**config.mk**
```make
export PLATFORM = sky130hd
export DESIGN_NAME = mdsr_status_bank
export DESIGN_NICKNAME = d
export VERILOG_FILES = /design/src/rtl/mdsr_pkg.sv /design/src/rtl/mdsr_status_bank.sv /design/src/rtl/mdsr_error_latch.sv
export SDC_FILE = /design/constraint.sdc
export NUM_CORES = 1
export LEC_CHECK = 0
export ABC_AREA = 1
export ABC_CLOCK_PERIOD_IN_PS = 2660
export BUFFER_PORTS_ARGS = -buffer_cell sky130_fd_sc_hd__buf_2
export CORE_MARGIN = 10
export CORE_UTILIZATION = 50
export DETAILED_ROUTE_END_ITERATION = 6
export MAX_ROUTING_LAYER = met4
export PLACE_DENSITY_LB_ADDON = 0.1
export SLEW_MARGIN = 20
export SYNTH_ARGS = -nofsm -noshare
export SYNTH_HDL_FRONTEND = slang
export SYNTH_SLANG_ARGS = --single-unit
```
**constraint.sdc**
```tcl
create_clock -name clk -period 2.66 [get_ports clk]
set_input_delay 0.532 -clock clk [delete_from_list [all_inputs] [get_ports clk]]
set_output_delay 0.532 -clock clk [all_outputs]
set_load 0.02 [all_outputs]
```
**src/rtl/mdsr_pkg.sv**
```systemverilog
// Package of offsets, field positions, reset values and carriers for the status bank.
package mdsr_pkg;

   localparam int unsigned ADDR_W = 8;
   localparam int unsigned DATA_W = 8;

   // Register offsets of the status bank.
   localparam logic [7:0] ERROR_FLAGS_OFS         = 8'h00;
   localparam logic [7:0] RIPPLE_SPEED_OFS        = 8'h01;
   localparam logic [7:0] SPEED_RSVD_A_OFS        = 8'h02;
   localparam logic [7:0] SPEED_RSVD_B_OFS        = 8'h03;
   localparam logic [7:0] TERMINAL_VOLTAGE_OFS    = 8'h04;
   localparam logic [7:0] WINDING_CURRENT_OFS     = 8'h05;
   localparam logic [7:0] REGULATION_STATUS_C_OFS = 8'h06;
   localparam logic [7:0] REGULATION_STATUS_D_OFS = 8'h07;
   localparam logic [7:0] REGULATION_STATUS_E_OFS = 8'h08;

   // Bit positions inside error_flags.
   localparam int unsigned SUMMARY_BIT     = 7;
   localparam int unsigned STALL_BIT       = 5;
   localparam int unsigned OVERCURRENT_BIT = 4;
   localparam int unsigned OVERVOLTAGE_BIT = 3;
   localparam int unsigned OVERTEMP_BIT    = 2;
   localparam int unsigned POWER_ON_BIT    = 1;

   localparam int unsigned DUTY_W          = 6;
   localparam int unsigned RAW_VOLTAGE_W   = 9;
   localparam int unsigned NUM_ERR         = 4;

   // Voltage code scale: 0x00 is 0 V, 0xB0 is 11 V, saturating at 0xFF.
   localparam logic [7:0] VOLTAGE_11V_CODE = 8'hB0;
   localparam logic [7:0] CODE_MAX         = 8'hFF;
   // Current code full scale set by the sense gain.
   localparam logic [7:0] CURRENT_FS_CODE  = 8'hC0;

   localparam logic [7:0] REG_RESET        = 8'h00;

   // Latched protection flags, one bit per detector; index order fixed below.
   typedef struct packed {
      logic stall;
      logic overcurrent;
      logic overvoltage;
      logic overtemp;
   } mdsr_errors_t;

   // Register read request from the serial engine: strobe at the byte shift-out moment.
   typedef struct packed {
      logic              strobe;
      logic [ADDR_W-1:0] addr;
   } mdsr_rd_req_t;

   // Register write request from the serial engine; the status bank ignores the data.
   typedef struct packed {
      logic              strobe;
      logic [ADDR_W-1:0] addr;
      logic [DATA_W-1:0] data;
   } mdsr_wr_req_t;

endpackage

```
**src/rtl/mdsr_status_bank.sv**
```systemverilog
// Read-only status register bank of the motor driver with its open-drain error pin.
`timescale 1ns/1ns
`default_nettype none
module mdsr_status_bank (
   input  wire logic                                clk,
   input  wire logic                                sys_rst,
   input  wire mdsr_pkg::mdsr_errors_t              errorEvent,
   input  wire logic                                clearErrorsCmd,
   input  wire logic                                supplyAboveThreshold,
   input  wire logic [7:0]                          rippleSpeed,
   input  wire logic [mdsr_pkg::RAW_VOLTAGE_W-1:0]  terminalVoltageRaw,
   input  wire logic [7:0]                          windingCurrentCode,
   input  wire logic [mdsr_pkg::DUTY_W-1:0]         dutyRead,
   input  wire mdsr_pkg::mdsr_rd_req_t              rdReq,
   input  wire mdsr_pkg::mdsr_wr_req_t              wrReq,
   output logic [mdsr_pkg::DATA_W-1:0]              rdData,
   output logic                                     rdValid,
   output logic                                     wrIgnored,
   output logic                                     errorOutLowPinOut,
   output logic                                     errorOutLowPinOe,
   output logic                                     summaryError
);

   // Error latches.
   mdsr_pkg::mdsr_errors_t errorFlag;
   logic                   powerOnSeenFlag;
   logic                   next_summary;

   mdsr_error_latch u_error_latch (
      .clk                  (clk),
      .sys_rst              (sys_rst),
      .errorEvent           (errorEvent),
      .clearErrorsCmd       (clearErrorsCmd),
      .supplyAboveThreshold (supplyAboveThreshold),
      .next_summary         (next_summary),
      .errorFlag            (errorFlag),
      .powerOnSeenFlag      (powerOnSeenFlag)
   );

   // Readout holding registers.
   logic [7:0]                  rippleSpeedReg;
   logic [7:0]                  terminalVoltageReg;
   logic [7:0]                  windingCurrentReg;
   logic [mdsr_pkg::DUTY_W-1:0] dutyReg;
   logic [7:0]                  next_rippleSpeed;
   logic [7:0]                  next_terminalVoltage;
   logic [7:0]                  next_windingCurrent;
   logic [mdsr_pkg::DUTY_W-1:0] next_duty;

   // The raw measurement is one bit wider than the code so that large terminal
   // voltages clip at the top code instead of wrapping to a small one.
   always_comb begin
      next_rippleSpeed    = rippleSpeed;
      next_windingCurrent = windingCurrentCode;
      next_duty           = dutyRead;
      if (terminalVoltageRaw[mdsr_pkg::RAW_VOLTAGE_W-1]) begin
         next_terminalVoltage = mdsr_pkg::CODE_MAX;
      end else begin
         next_terminalVoltage = terminalVoltageRaw[7:0];
      end
   end

   always_ff @(posedge clk or posedge sys_rst) begin
      if (sys_rst) begin
         rippleSpeedReg     <= mdsr_pkg::REG_RESET;
         terminalVoltageReg <= mdsr_pkg::REG_RESET;
         windingCurrentReg  <= mdsr_pkg::REG_RESET;
         dutyReg            <= '0;
      end else begin
         rippleSpeedReg     <= next_rippleSpeed;
         terminalVoltageReg <= next_terminalVoltage;
         windingCurrentReg  <= next_windingCurrent;
         dutyReg            <= next_duty;
      end
   end

   // Error flags byte as software sees it.
   logic [7:0] errorFlagsByte;

   always_comb begin
      errorFlagsByte                            = 8'h00;
      errorFlagsByte[mdsr_pkg::SUMMARY_BIT]     = summaryError;
      errorFlagsByte[mdsr_pkg::STALL_BIT]       = errorFlag.stall;
      errorFlagsByte[mdsr_pkg::OVERCURRENT_BIT] = errorFlag.overcurrent;
      errorFlagsByte[mdsr_pkg::OVERVOLTAGE_BIT] = errorFlag.overvoltage;
      errorFlagsByte[mdsr_pkg::OVERTEMP_BIT]    = errorFlag.overtemp;
      errorFlagsByte[mdsr_pkg::POWER_ON_BIT]    = powerOnSeenFlag;
   end

   // Read port: the byte is sampled on the strobe edge, which the serial engine
   // raises when it starts shifting the data byte out.
   logic [7:0] next_rdData;
   logic       next_rdValid;
   logic       next_wrIgnored;

   always_comb begin
      next_rdValid   = rdReq.strobe;
      next_rdData    = rdData;
      next_wrIgnored = wrReq.strobe;
      if (rdReq.strobe) begin
         case (rdReq.addr)
            mdsr_pkg::ERROR_FLAGS_OFS: begin
               next_rdData = errorFlagsByte;
            end
            mdsr_pkg::RIPPLE_SPEED_OFS: begin
               next_rdData = rippleSpeedReg;
            end
            mdsr_pkg::TERMINAL_VOLTAGE_OFS: begin
               next_rdData = terminalVoltageReg;
            end
            mdsr_pkg::WINDING_CURRENT_OFS: begin
               next_rdData = windingCurrentReg;
            end
            mdsr_pkg::REGULATION_STATUS_C_OFS: begin
               next_rdData = {2'h0, dutyReg};
            end
            default: begin
               // Reserved offsets and anything outside the bank read as zero.
               next_rdData = 8'h00;
            end
         endcase
      end
   end

   always_ff @(posedge clk or posedge sys_rst) begin
      if (sys_rst) begin
         rdData    <= mdsr_pkg::REG_RESET;
         rdValid   <= 1'b0;
         wrIgnored <= 1'b0;
      end else begin
         rdData    <= next_rdData;
         rdValid   <= next_rdValid;
         wrIgnored <= next_wrIgnored;
      end
   end

   // Summary flag and open-drain pin share one next value, so the pin and bit 7
   // always agree on the same edge.
   always_ff @(posedge clk or posedge sys_rst) begin
      if (sys_rst) begin
         summaryError      <= 1'b0;
         errorOutLowPinOe  <= 1'b0;
         errorOutLowPinOut <= 1'b0;
      end else begin
         summaryError      <= next_summary;
         errorOutLowPinOe  <= next_summary;
         errorOutLowPinOut <= 1'b0;
      end
   end

endmodule // mdsr_status_bank
`default_nettype wire

```
**src/rtl/mdsr_error_latch.sv**
```systemverilog
// Sticky protection flags and power-on indicator of the status bank.
`timescale 1ns/1ns
`default_nettype none
module mdsr_error_latch (
   input  wire logic                  clk,
   input  wire logic                  sys_rst,
   input  wire mdsr_pkg::mdsr_errors_t errorEvent,
   input  wire logic                  clearErrorsCmd,
   input  wire logic                  supplyAboveThreshold,
   output logic                       next_summary,
   output mdsr_pkg::mdsr_errors_t     errorFlag,
   output logic                       powerOnSeenFlag
);

   logic [mdsr_pkg::NUM_ERR-1:0] evBits;
   logic [mdsr_pkg::NUM_ERR-1:0] flagBits;
   logic [mdsr_pkg::NUM_ERR-1:0] next_flagBits;
   logic                         supplyPrev;
   logic                         next_powerOnSeen;

   assign evBits    = errorEvent;
   assign errorFlag = flagBits;

   // A detector event in the clearing cycle survives the clear.
   genvar gi;
   generate
      for (gi = 0; gi < mdsr_pkg::NUM_ERR; gi++) begin : g_flag
         always_comb begin
            next_flagBits[gi] = evBits[gi] | (flagBits[gi] & ~clearErrorsCmd);
         end
      end
   endgenerate

   // Summary follows the flags that will be held after this edge.
   always_comb begin
      next_summary = |next_flagBits;
   end

   // Supply rising above threshold forces the indicator low and outranks a clear.
   always_comb begin
      next_powerOnSeen = powerOnSeenFlag;
      if (supplyAboveThreshold && !supplyPrev) begin
         next_powerOnSeen = 1'b0;
      end else if (clearErrorsCmd) begin
         next_powerOnSeen = 1'b1;
      end
   end

   always_ff @(posedge clk or posedge sys_rst) begin
      if (sys_rst) begin
         flagBits        <= '0;
         supplyPrev      <= 1'b0;
         powerOnSeenFlag <= 1'b0;
      end else begin
         flagBits        <= next_flagBits;
         supplyPrev      <= supplyAboveThreshold;
         powerOnSeenFlag <= next_powerOnSeen;
      end
   end

endmodule // mdsr_error_latch
`default_nettype wire

```
After elaboration in Yosys (flattened, before gate mapping)
Index checks and enable logic that the tools add are counted.
Storage, ports and cells
  input bits: 65
  output and inout bits: 13
  bits in registers: 47
Operators by class
  reductions and logical operators: 5
  bitwise logic cells: 9
  eq/ne operators: 4
  mux-type cells: 4
Operators with widths (number)
  8-bit case mux with 5 select lines: 1
  8-bit by 3-bit == test with 1-bit output, second input constant: 3
  8-bit by 1-bit == test with 1-bit output, second input constant: 1
  8-bit zero test: 1
  8-bit 2-to-1 mux: 1
  1-bit bitwise AND: 4
  1-bit OR: 4
  4-bit OR reduction: 1
  1-bit 2-to-1 mux: 2
  2-bit nonzero test: 1
  1-bit logical AND: 1
  1-bit zero test: 1
  1-bit NOT: 1

Longest topological paths before layout
Gate-level depths: netlist of run 1.
  word-level depth: 4
  mapped depth: 8

Cells and area by module
From an unflattened synthesis of run 1, not the netlist that was laid out.
Second synthesis, totals
  cell total of the unflattened synthesis: 180
  area, all modules: 1868.0 µm²
By module, submodules not included
  mdsr_status_bank: area each 1624.1 µm², instances 1, seq. area each 1026.0 µm², cells an instance 154
  mdsr_error_latch: area each 244.0 µm², instances 1, seq. area each 150.1 µm², cells an instance 26

Worst setup path before layout of run 1
OpenSTA, ideal clock, no wires.
  kind: input -> register
  start: input port rdReq[7] (netlist bit)
  end: register rdData[1] (netlist bit)
  buffers on the path: 1
  library setup time: 0.071 ns
  arrival: 1.193 ns
  slack: 1.396 ns
  cell stages on the path: 8
  path through: nor2_2 nand2_2 inv_4 buf_6 nand3_1 nand3_1 nor2_1 nor2_1
Between the ends
  cells in the longest elaborated chain, start to end: 2
RTL lines
  from (decl): RTL line mdsr_status_bank.sv:14  | input wire mdsr_pkg::mdsr_rd_req_t rdReq,
  8-bit by 3-bit == test with 1-bit output (tied with other cells): RTL line mdsr_status_bank.sv:101  | case (rdReq.addr)
  8-bit case mux with 5 select lines (*): RTL line mdsr_status_bank.sv:101
  to (signal assigned): RTL line mdsr_status_bank.sv:127  | rdData <= mdsr_pkg::REG_RESET;
  to (signal assigned): RTL line mdsr_status_bank.sv:131  | rdData <= next_rdData;
  to (decl): RTL line mdsr_status_bank.sv:16  | output logic [mdsr_pkg::DATA_W-1:0] rdData,
Mark *: on every way between the ends. The rest lies on a longest branch, timed or not.
A chain may end at the register's enable or synchronous reset.

Worst setup path in the final report of run 1
  start: register rdData[4] (netlist bit)
  end: output port rdData[4] (netlist bit)
No word-level cell between the ends.

==> results_dict.tcl, run 1 <==
set metrics [dict create \
    ioPinCount 78 \
    grt_pass1_wl_mm 6.52 \
    fin_tns_setup_ns 0 \
    hpwl_mm 3.13 \
    row_count 21 \
    die_h_um 80.1 \
    yosysMostFrequentCell "dfrtp_1" \
    ff2ff_path_depth 4 \
    max_stage_delay_ns 0.42 \
    cts.clk_slew.worst_paths_ns 0.14 \
    synth_area_sq_mm 0.00180 \
    die_w_um 80.1 \
    ant_nets 0 \
    status "completed" \
    hold_path_depth 1 \
    yosys_warnings 0 \
    antenna_found_initial 0 \
    viasPerCell 4.76 \
    layout-drive-gt1-share_pct 38.0 \
    async_reset_ff_share_pct 100 \
    synth_fp_nets 238 \
    initial_core_util_pct 52.8 \
    grt_pass1_vias 1444 \
    n_antenna_cell 0 \
    hold_path.class "in -> reg" \
    drtIter0Drc 103 \
    fin_crit_sh_pct 55.4 \
    hold_viol_final 0 \
    synth_top_area_cell "dfrtp_1" \
    postCtsSetupBuffers 0 \
    critPathBufInv 1 \
    fmax_ghz 0.678 \
    core_sq_mm 0.00342 \
    final-seq-area_sq_mm 0.00118 \
    slew_headroom_pct 62.6 \
    routedWlPerCell_um 14.1 \
    clockBufferDepth 2 \
    clock_latency_ns 0.37 \
    slew_viol_final 0 \
    p_total_mw 1.24 \
    fin_hold_ws_ns 0.255 \
    fill_cells 296 \
    grt_usage_pct 13.4 \
    port_buffers 60 \
    synth_area_leaders "dfrtp_1, nand3_1, nand2_1, nor2_1, or2_2" \
    rr_endpoint "rdData[3]" \
    startpoint_type "register" \
    leakagePower_nw 1.09 \
    synth_cell_types 18 \
    grt_max_degree 48 \
    postCtsHoldBufs 0 \
    dp_cells 275 \
    reg2reg_slack_ns 1.81 \
    cts_resized 0 \
    grt_setup_unrepaired "no" \
    vdd_drop_max_uv 418 \
    synth_ff_type "dfrtp_1" \
    h-tree-depth 2 \
    avgSynthCellArea_sq_um 10.4 \
    dr.pass1.iters 4 \
    period_needed_ns 1.47 \
    critPathArrivalTime_ns 0.94 \
    yosysTopAreaCellShare_pct 65.2 \
    synth-seq-cells 47 \
    gp_congestion 0.830 \
    grt_overflow 0 \
    vias 1347 \
    slowest_stage "dfrtp_1" \
    root_buffer "clkbuf_4" \
    synth_commonest_cells "dfrtp_1, nand3_1, nand2_1" \
    cts_sinks 47 \
    synthCells 173 \
    hp-start "dutyRead[3]" \
    final_nets 301 \
    setup_viol 0 \
    synth-edff-count 0 \
    wirelength_mm 3.98 \
    ys_seq_area_share_pct 65.2 \
    power_density_mw_per_mm2 566 \
    finClkSkew_ns 0.00721 \
    critPathTopFamily "flip-flops" \
    multi_input_area_sq_um 532 \
    worst-setup-path-type "reg -> out" \
    worstSetupEndpointType "output port" \
    syn_to_final_growth_pct 21.7 \
    dieArea_sq_mm 0.00641 \
    cts_buffers 5 \
    drc 0 \
    tritoncts "built" \
    final_cells 283 \
    hold_end "dutyReg[3]" \
    cap_viol_max_count 0 \
    crit_chain "buf_2" \
    cp.required_ns 2.13 \
    cp_max_fo 2 \
    worstMarginPinSlew_ns 0.561 \
    r2r-start "rippleSpeedReg[3]" \
]
registers in the layout, summed over array words and instances (netlist names):
signal	count
rdValid	1
wrIgnored	1
rippleSpeedReg	8
windingCurrentReg	8
u_error_latch.supplyPrev	1
u_error_latch.powerOnSeenFlag	1
summaryError	1
rdData	8
dutyReg	6
terminalVoltageReg	8
u_error_latch.errorFlag	4
layout make-up:
cell class | count | area share (%)
clock inverter | 2 | 0.741
sequential | 47 | 53.6
tap | 46 | 2.62
clock buffer | 6 | 2.34
timing repair buffer | 61 | 14.0
inverter | 14 | 2.51
multi-input combinational | 107 | 24.2
per-layer routing:
layer	wire length, um	vias up	GRT usage (%)	part of all wire (%)
li1	-	680	-	-
met1	1760	609	16.4	44
met2	1820	50	19.5	46
met3	324	8	4.68	8.1
met4	68	0	5.81	1.7
met5	0	-	-	0
logic make-up (layout without fill, tap and decap cells):
logic type | after synthesis | count (layout) | synth area share [%]
simple gates | 99 | 99 | 27.3
compound gates | 7 | 7 | 1.94
buf+inv | 19 | 83 | 5.34
flops | 47 | 47 | 65.2
other cells | 1 | 1 | 0.208
cell usage in the layout, fill, tap and decap left out:
master | Yosys | final
dfrtp_1 | 47 | 47
conb_1 | 1 | 1
nand3_1 | 41 | 41
or2_2 | 8 | 8
clkbuf_4 | 0 | 5
o21ai_1 | 2 | 2
nand4_1 | 1 | 1
nand2_1 | 20 | 20
nor2_1 | 18 | 18
clkinv_1 | 0 | 1
inv_1 | 12 | 11
a21oi_1 | 5 | 5
nor2_4 | 4 | 4
clkinv_4 | 0 | 1
nand2_2 | 3 | 3
inv_2 | 1 | 1
nor2_2 | 4 | 4
buf_2 | 0 | 60
inv_4 | 1 | 1
clkinvlp_4 | 0 | 1
buf_4 | 2 | 1
clkbuf_8 | 0 | 1
power by group:
group,total [mW],internal [mW],switching (mW),leakage (nW)
Clock,0.359,0.130,0.228,0.0345
Sequential,0.765,0.751,0.0138,0.541
Combinational,0.118,0.0476,0.0708,0.518
worst max-delay path by stage:
stage	end	start	slack [ns]	cells after the start
floorplan	dutyReg[0]	sys_rst	1.01	1
global placement	rdData[3]	rdReq[1]	1.16	8
detailed placement	rdData[5]	rdReq[5]	1.16	8
CTS	rdData[6]	rdData[6]	1.18	1
global route	rdData[6]	rdData[6]	1.15	1
finish	rdData[4]	rdData[4]	1.19	1
metrics by stage:
stage / setup WS, ns / util [%] / area (sq um)
after floorplan: 1.01 / - / 1800
after CTS: 1.18 / 64.3 / 2200
after detailed placement: 1.16 / 62.3 / 2130
after global placement: 1.16 / 62.3 / 2130
final: 1.19 / 64.3 / 2200
after global routing: 1.15 / 64.3 / 2200
No activity file was read; power rests on OpenSTA's default activity.
==> run 2: changes to the inputs <==
--- a/config.mk
+++ b/config.mk
@@ -5,11 +5,11 @@
 export SDC_FILE = /design/constraint.sdc
 export NUM_CORES = 1
 export LEC_CHECK = 0
-export ABC_AREA = 1
-export ABC_CLOCK_PERIOD_IN_PS = 2660
+export ABC_AREA = 0
+export ABC_CLOCK_PERIOD_IN_PS = 1400
 export BUFFER_PORTS_ARGS = -buffer_cell sky130_fd_sc_hd__buf_2
 export CORE_MARGIN = 10
-export CORE_UTILIZATION = 50
+export CORE_UTILIZATION = 46
 export DETAILED_ROUTE_END_ITERATION = 6
 export MAX_ROUTING_LAYER = met4
 export PLACE_DENSITY_LB_ADDON = 0.1
==> constraint.sdc (replaced) <==
create_clock -name clk -period 1.4 [get_ports clk]
set_input_delay 0.28 -clock clk [delete_from_list [all_inputs] [get_ports clk]]
set_output_delay 0.28 -clock clk [all_outputs]
set_load 0.02 [all_outputs]
==> run 2 against run 1 <==
  * Worst hold slack got worse by 0.25 ns
  * Die area increased by 3.7%
  * Highest routed layer unchanged
  * Non-clock buffer count increased by 4
  * Largest power group unchanged
  * Utilization decreased by 2.7 points
  * Flip-flop and latch count unchanged
  * Area after synthesis decreased by 3.4%
  * Worst setup slack got worse by 1.0 ns
  * Synthesized cell count decreased by 30%
  * Final area increased by 2.6%
  * Clock power increased to 3.2 times the previous value
  * First-iteration DRC count decreased by 55%
  * Sequential share of layout area decreased by 1.4 points
  * Critical endpoint is now summaryError
==> results_dict.tcl, run 2 <==
set metrics [dict create \
    status "completed" \
    startpoint_type "register" \
    final_common_cell "buf_2" \
    grt_max_degree 48 \
    period_needed_ns 1.24 \
    grt_usage_pct 12.3 \
    grt_overflow 0 \
    fill_cells 318 \
    reg2reg_slack_ns 0.16 \
    clockBufferDepth 2 \
    cts_sinks 47 \
    p_total_mw 2.83 \
    synth_area_leaders "dfrtp_1, mux2_2, a22oi_1, or2_2, inv_1" \
    avgSynthCellArea_sq_um 14.4 \
    n_antenna_cell 0 \
    cts.clk_slew.worst_paths_ns 0.08 \
    cp_max_fo 2 \
    worst-setup-path-type "reg -> reg" \
    synth_ff_type "dfrtp_1" \
    hpwl_mm 2.93 \
    synthCells 121 \
    port_buffers 60 \
    synth_top_area_cell "dfrtp_1" \
    worstSetupEndpointType "register" \
    yosysTopAreaCellShare_pct 67.5 \
    syn_to_final_growth_pct 29.3 \
    power_density_mw_per_mm2 1250 \
    fin_hold_ws_ns 0.00372 \
    slew_viol_final 0 \
    antenna_found_initial 0 \
    grt_setup_unrepaired "no" \
    final_nets 253 \
    dp_slack_ns -0.0148 \
    final_cells 237 \
    die_h_um 81.6 \
    setup_viol 0 \
    h-tree-depth 2 \
    place_area_sq_mm 0.00212 \
    hold_path.class "in -> async" \
    final_area_sq_mm 0.00225 \
    cts_buffers 5 \
    cts_resized 0 \
    dieArea_sq_mm 0.00665 \
    synth-edff-count 0 \
    finClkSkew_ns 0.00416 \
    yosys_warnings 0 \
    layout-drive-gt1-share_pct 51.9 \
    grt.busiest_layer "met2" \
    gr-usage-met2_pct 17.7 \
    cap_viol_max_count 0 \
    ioPinCount 78 \
    synth-seq-cells 47 \
    use_met1_pct 14.8 \
    ys_seq_area_share_pct 67.5 \
    use_met3_pct 5.57 \
    postLayoutCoreUtil_pct 61.6 \
    drtIter0Drc 46 \
    mostFrequentLayoutCells "buf_2, dfrtp_1, mux2_2" \
    postCtsSetupBuffers 0 \
    ant_nets 0 \
    synth_area_sq_mm 0.00174 \
    layout_setup_ws_ns 0.162 \
    dr.pass1.iters 4 \
    critPathArrivalTime_ns 1.40 \
    synth_fp_nets 186 \
    tritoncts "built" \
    fin_tns_setup_ns 0 \
    fmax_ghz 0.808 \
    core_sq_mm 0.00366 \
    synth_cell_types 24 \
    postCtsHoldBufs 0 \
    async_reset_ff_share_pct 100 \
    hold_viol_final 0 \
    row_count 22 \
    wirelength_mm 3.76 \
    vdd_drop_max_uv 795 \
    routedWlPerCell_um 15.9 \
    synth_commonest_cells "dfrtp_1, mux2_2, inv_1" \
    root_buffer "clkbuf_8" \
    grt_pass1_wl_mm 5.95 \
    fin_crit_sh_pct 88.4 \
    drc 0 \
    initial_core_util_pct 47.6 \
    dp_cells 229 \
    clock_latency_ns 0.29 \
    die_w_um 81.6 \
    grt_pass1_vias 1286 \
    vias 1158 \
    leakagePower_nw 1.08 \
    viasPerCell 4.89 \
    cp.required_ns 1.56 \
    gp_congestion 0.753 \
    yosysMostFrequentCell "dfrtp_1" \
]
## run 2: worst paths after layout
check	startpoint	to	cells past startpoint
max	u_error_latch.errorFlag[0]	summaryError	2
min	sys_rst	wrIgnored	3
max reg2reg	u_error_latch.errorFlag[0]	summaryError	2
min reg2reg	u_error_latch.supplyPrev	u_error_latch.powerOnSeenFlag	2
max in group asynchronous	sys_rst	rippleSpeedReg[7]	3
min in group clk	dutyRead[0]	dutyReg[0]	1
## run 2: layer usage
layer,wire length [um],vias to the layer above
met3,317,5
met1,1580,559
met4,56,0
met5,0,-
met2,1800,39
li1,-,555
## run 2: logic make-up (layout without fill, tap and decap cells)
family / after synthesis / count (layout) / share of synthesized area, %
buf+inv: 17 / 85 / 4.67
flops: 47 / 47 / 67.5
simple gates: 22 / 22 / 9.05
other cells: 1 / 1 / 0.215
compound gates: 20 / 20 / 8.90
mux: 14 / 14 / 9.69
## run 2: final cells by class
class,count,area [sq um],share of cell area (%)
multi-input cells,57,485,21.5
flip-flops and latches,47,1180,52.2
clock buffers,5,68.8,3.05
inverters,12,45.0,2.00
clock inverters,3,67.6,3.00
well taps,48,60.1,2.67
repair buffers,65,350,15.5
## run 2: report_power, final
group          internal (mW)  switching, mW  total (mW)
logic                  0.123          0.119       0.242
registers               1.42         0.0195        1.44
clock network          0.711          0.437        1.15
total                   2.25          0.576        2.83
## run 2: critical path: stages (launching register included)
cell     delay [ns]
dfrtp_1        0.40
a21o_1         0.19
or4_1          0.52
==> run 3: changes to the inputs <==
--- a/config.mk
+++ b/config.mk
@@ -13,6 +13,7 @@
 export DETAILED_ROUTE_END_ITERATION = 6
 export MAX_ROUTING_LAYER = met4
 export PLACE_DENSITY_LB_ADDON = 0.1
+export SETUP_SLACK_MARGIN = 0.4
 export SLEW_MARGIN = 20
 export SYNTH_ARGS = -nofsm -noshare
 export SYNTH_HDL_FRONTEND = slang
==> run 3 against run 2 <==
  * Register-to-register slack improved by 0.02 ns
  * Sequential share of layout area decreased by 3.8 points
  * Utilization grew 4.9 points
  * Highest routed layer unchanged
==> results_dict.tcl, run 3 (synthesized netlist as in run 2, its figures left out) <==
set metrics [dict create \
    clockBufferDepth 2 \
    routedWlPerCell_um 16.3 \
    hold_path.class "in -> async" \
    grt_pass1_wl_mm 6.33 \
    status "completed" \
    h-tree-depth 2 \
    hold_viol_final 0 \
    postCtsHoldBufs 0 \
    port_buffers 60 \
    gp_congestion 0.818 \
    cts_buffers 5 \
    p_sw_uw 559 \
    final_nets 259 \
    cap_viol_max_count 0 \
    core_sq_mm 0.00366 \
    vdd_drop_max_uv 697 \
    tritoncts "built" \
    row_count 22 \
    dr.pass1.iters 3 \
    fin_tns_setup_ns 0 \
    grt_overflow 0 \
    dp_cells 229 \
    antenna_found_initial 0 \
    pwr-share-seq_pct 55.8 \
    drtIter0Drc 47 \
    setup_viol 0 \
    layout-drive-gt1-share_pct 61.0 \
    root_buffer "clkbuf_8" \
    worst-setup-path-type "reg -> reg" \
    syn_to_final_growth_pct 39.6 \
    fin_crit_sh_pct 87.1 \
    slew_viol_final 0 \
    vias 1206 \
    grt_usage_pct 12.7 \
    cts.clk_slew.worst_paths_ns 0.08 \
    dieArea_sq_mm 0.00665 \
    ant_nets 0 \
    fill_cells 291 \
    swShare_pct 21.7 \
    p_int_mw 2.02 \
    drc 0 \
    fin_hold_ws_ns 0.0232 \
    mostFrequentLayoutCells "buf_2, dfrtp_1, buf_6" \
    postLayoutCoreUtil_pct 66.5 \
    startpoint_type "register" \
    final_common_cell "buf_2" \
    period_needed_ns 1.22 \
    grt_setup_unrepaired "yes" \
    cp.required_ns 1.56 \
    grt_pass1_vias 1422 \
    clock_latency_ns 0.29 \
    cts_sinks 47 \
    grt_max_degree 48 \
    cp_max_fo 2 \
    power_density_mw_per_mm2 1060 \
    wirelength_mm 3.96 \
    finClkSkew_ns 0.00527 \
    power_frac_clock_pct 33.0 \
    n_antenna_cell 0 \
    worstSetupEndpointType "register" \
    ioPinCount 78 \
    viasPerCell 4.96 \
    leakagePower_nw 1.13 \
    critPathArrivalTime_ns 1.38 \
    fmax_ghz 0.821 \
    die_h_um 81.6 \
    final_cells 243 \
    pwr-share-comb_pct 11.2 \
    die_w_um 81.6 \
    hpwl_mm 2.96 \
    initial_core_util_pct 47.6 \
]
==> run 3: cell count changes in the layout (fill, tap and decap cells not counted), moves of 4 or more <==
cell | previous run | this run
buf_4 | 4 | 11
buf_2 | 60 | 47
a22oi_2 | 0 | 7
mux2_4 | 0 | 4
buf_6 | 0 | 12
a22oi_1 | 7 | 0
mux2_2 | 13 | 9
==> run 3: repair_timing <==
| action | 4_1_cts | 5_1_grt |
|---|---|---|
| gates resized for setup | 36 | 5 |
| buffers inserted | 3 | 3 |
| pin swaps | 12 | 3 |
| setup endpoints to repair | 21 | 21 |
==> run 3: cell type report <==
class / instances / area [sq um] / area share (%)
flip-flops and latches: 47 / 1180 / 48.4
multi-input cells: 57 / 574 / 23.6
repair buffers: 71 / 473 / 19.4
clock buffers: 8 / 100 / 4.11
well taps: 48 / 60.1 / 2.47
inverters: 12 / 48.8 / 2.01
==> run 3: final timing paths <==
| path | start | to | slack, ns | depth (start not counted) |
|---|---|---|---|---|
| min in group clk | wrReq[16] | wrIgnored | 0.09 | 1 |
| max in group asynchronous | sys_rst | summaryError | 1.14 | 3 |
| hold / removal | sys_rst | rdData[0] | 0.02 | 3 |
| setup reg to reg | u_error_latch.errorFlag[3] | summaryError | 0.18 | 2 |
| hold reg to reg | u_error_latch.supplyPrev | u_error_latch.powerOnSeenFlag | 0.50 | 2 |
| setup / recovery | u_error_latch.errorFlag[3] | summaryError | 0.18 | 2 |
==> run 3: through the flow <==
stage | setup slack [ns] | power [mW] | cell area, sq um
finish | 0.181 | 2.58 | 2430
floorplan | 0.195 | 1.60 | 1770
global route | 0.155 | 2.71 | 2430
CTS | 0.190 | 2.61 | 2380
detailed placement | -0.0249 | 1.72 | 2130
global placement | -0.0153 | 1.71 | 2130
==> run 3: per-layer routing <==
metal	global-route usage [%]	wire, um	vias up
met4	6.23	63	0
met1	13.4	1550	588
met2	21.3	2050	45
met5	-	0	-
met3	3.93	294	6
li1	-	-	567
==> run 3: power by group through the flow <==
stage | logic (mW) | registers [mW] | clock network [mW]
2_1_floorplan | 0.131 | 1.46 | 0
3_3_place_gp | 0.244 | 1.46 | 0
3_5_place_dp | 0.251 | 1.46 | 0
4_1_cts | 0.282 | 1.44 | 0.889
5_1_grt | 0.318 | 1.45 | 0.941
6_report | 0.289 | 1.44 | 0.850
==> run 3: worst max-delay path: stages (launching register included) <==
cell     delay (ns)
dfrtp_1        0.40
a21o_1         0.17
or4_4          0.52
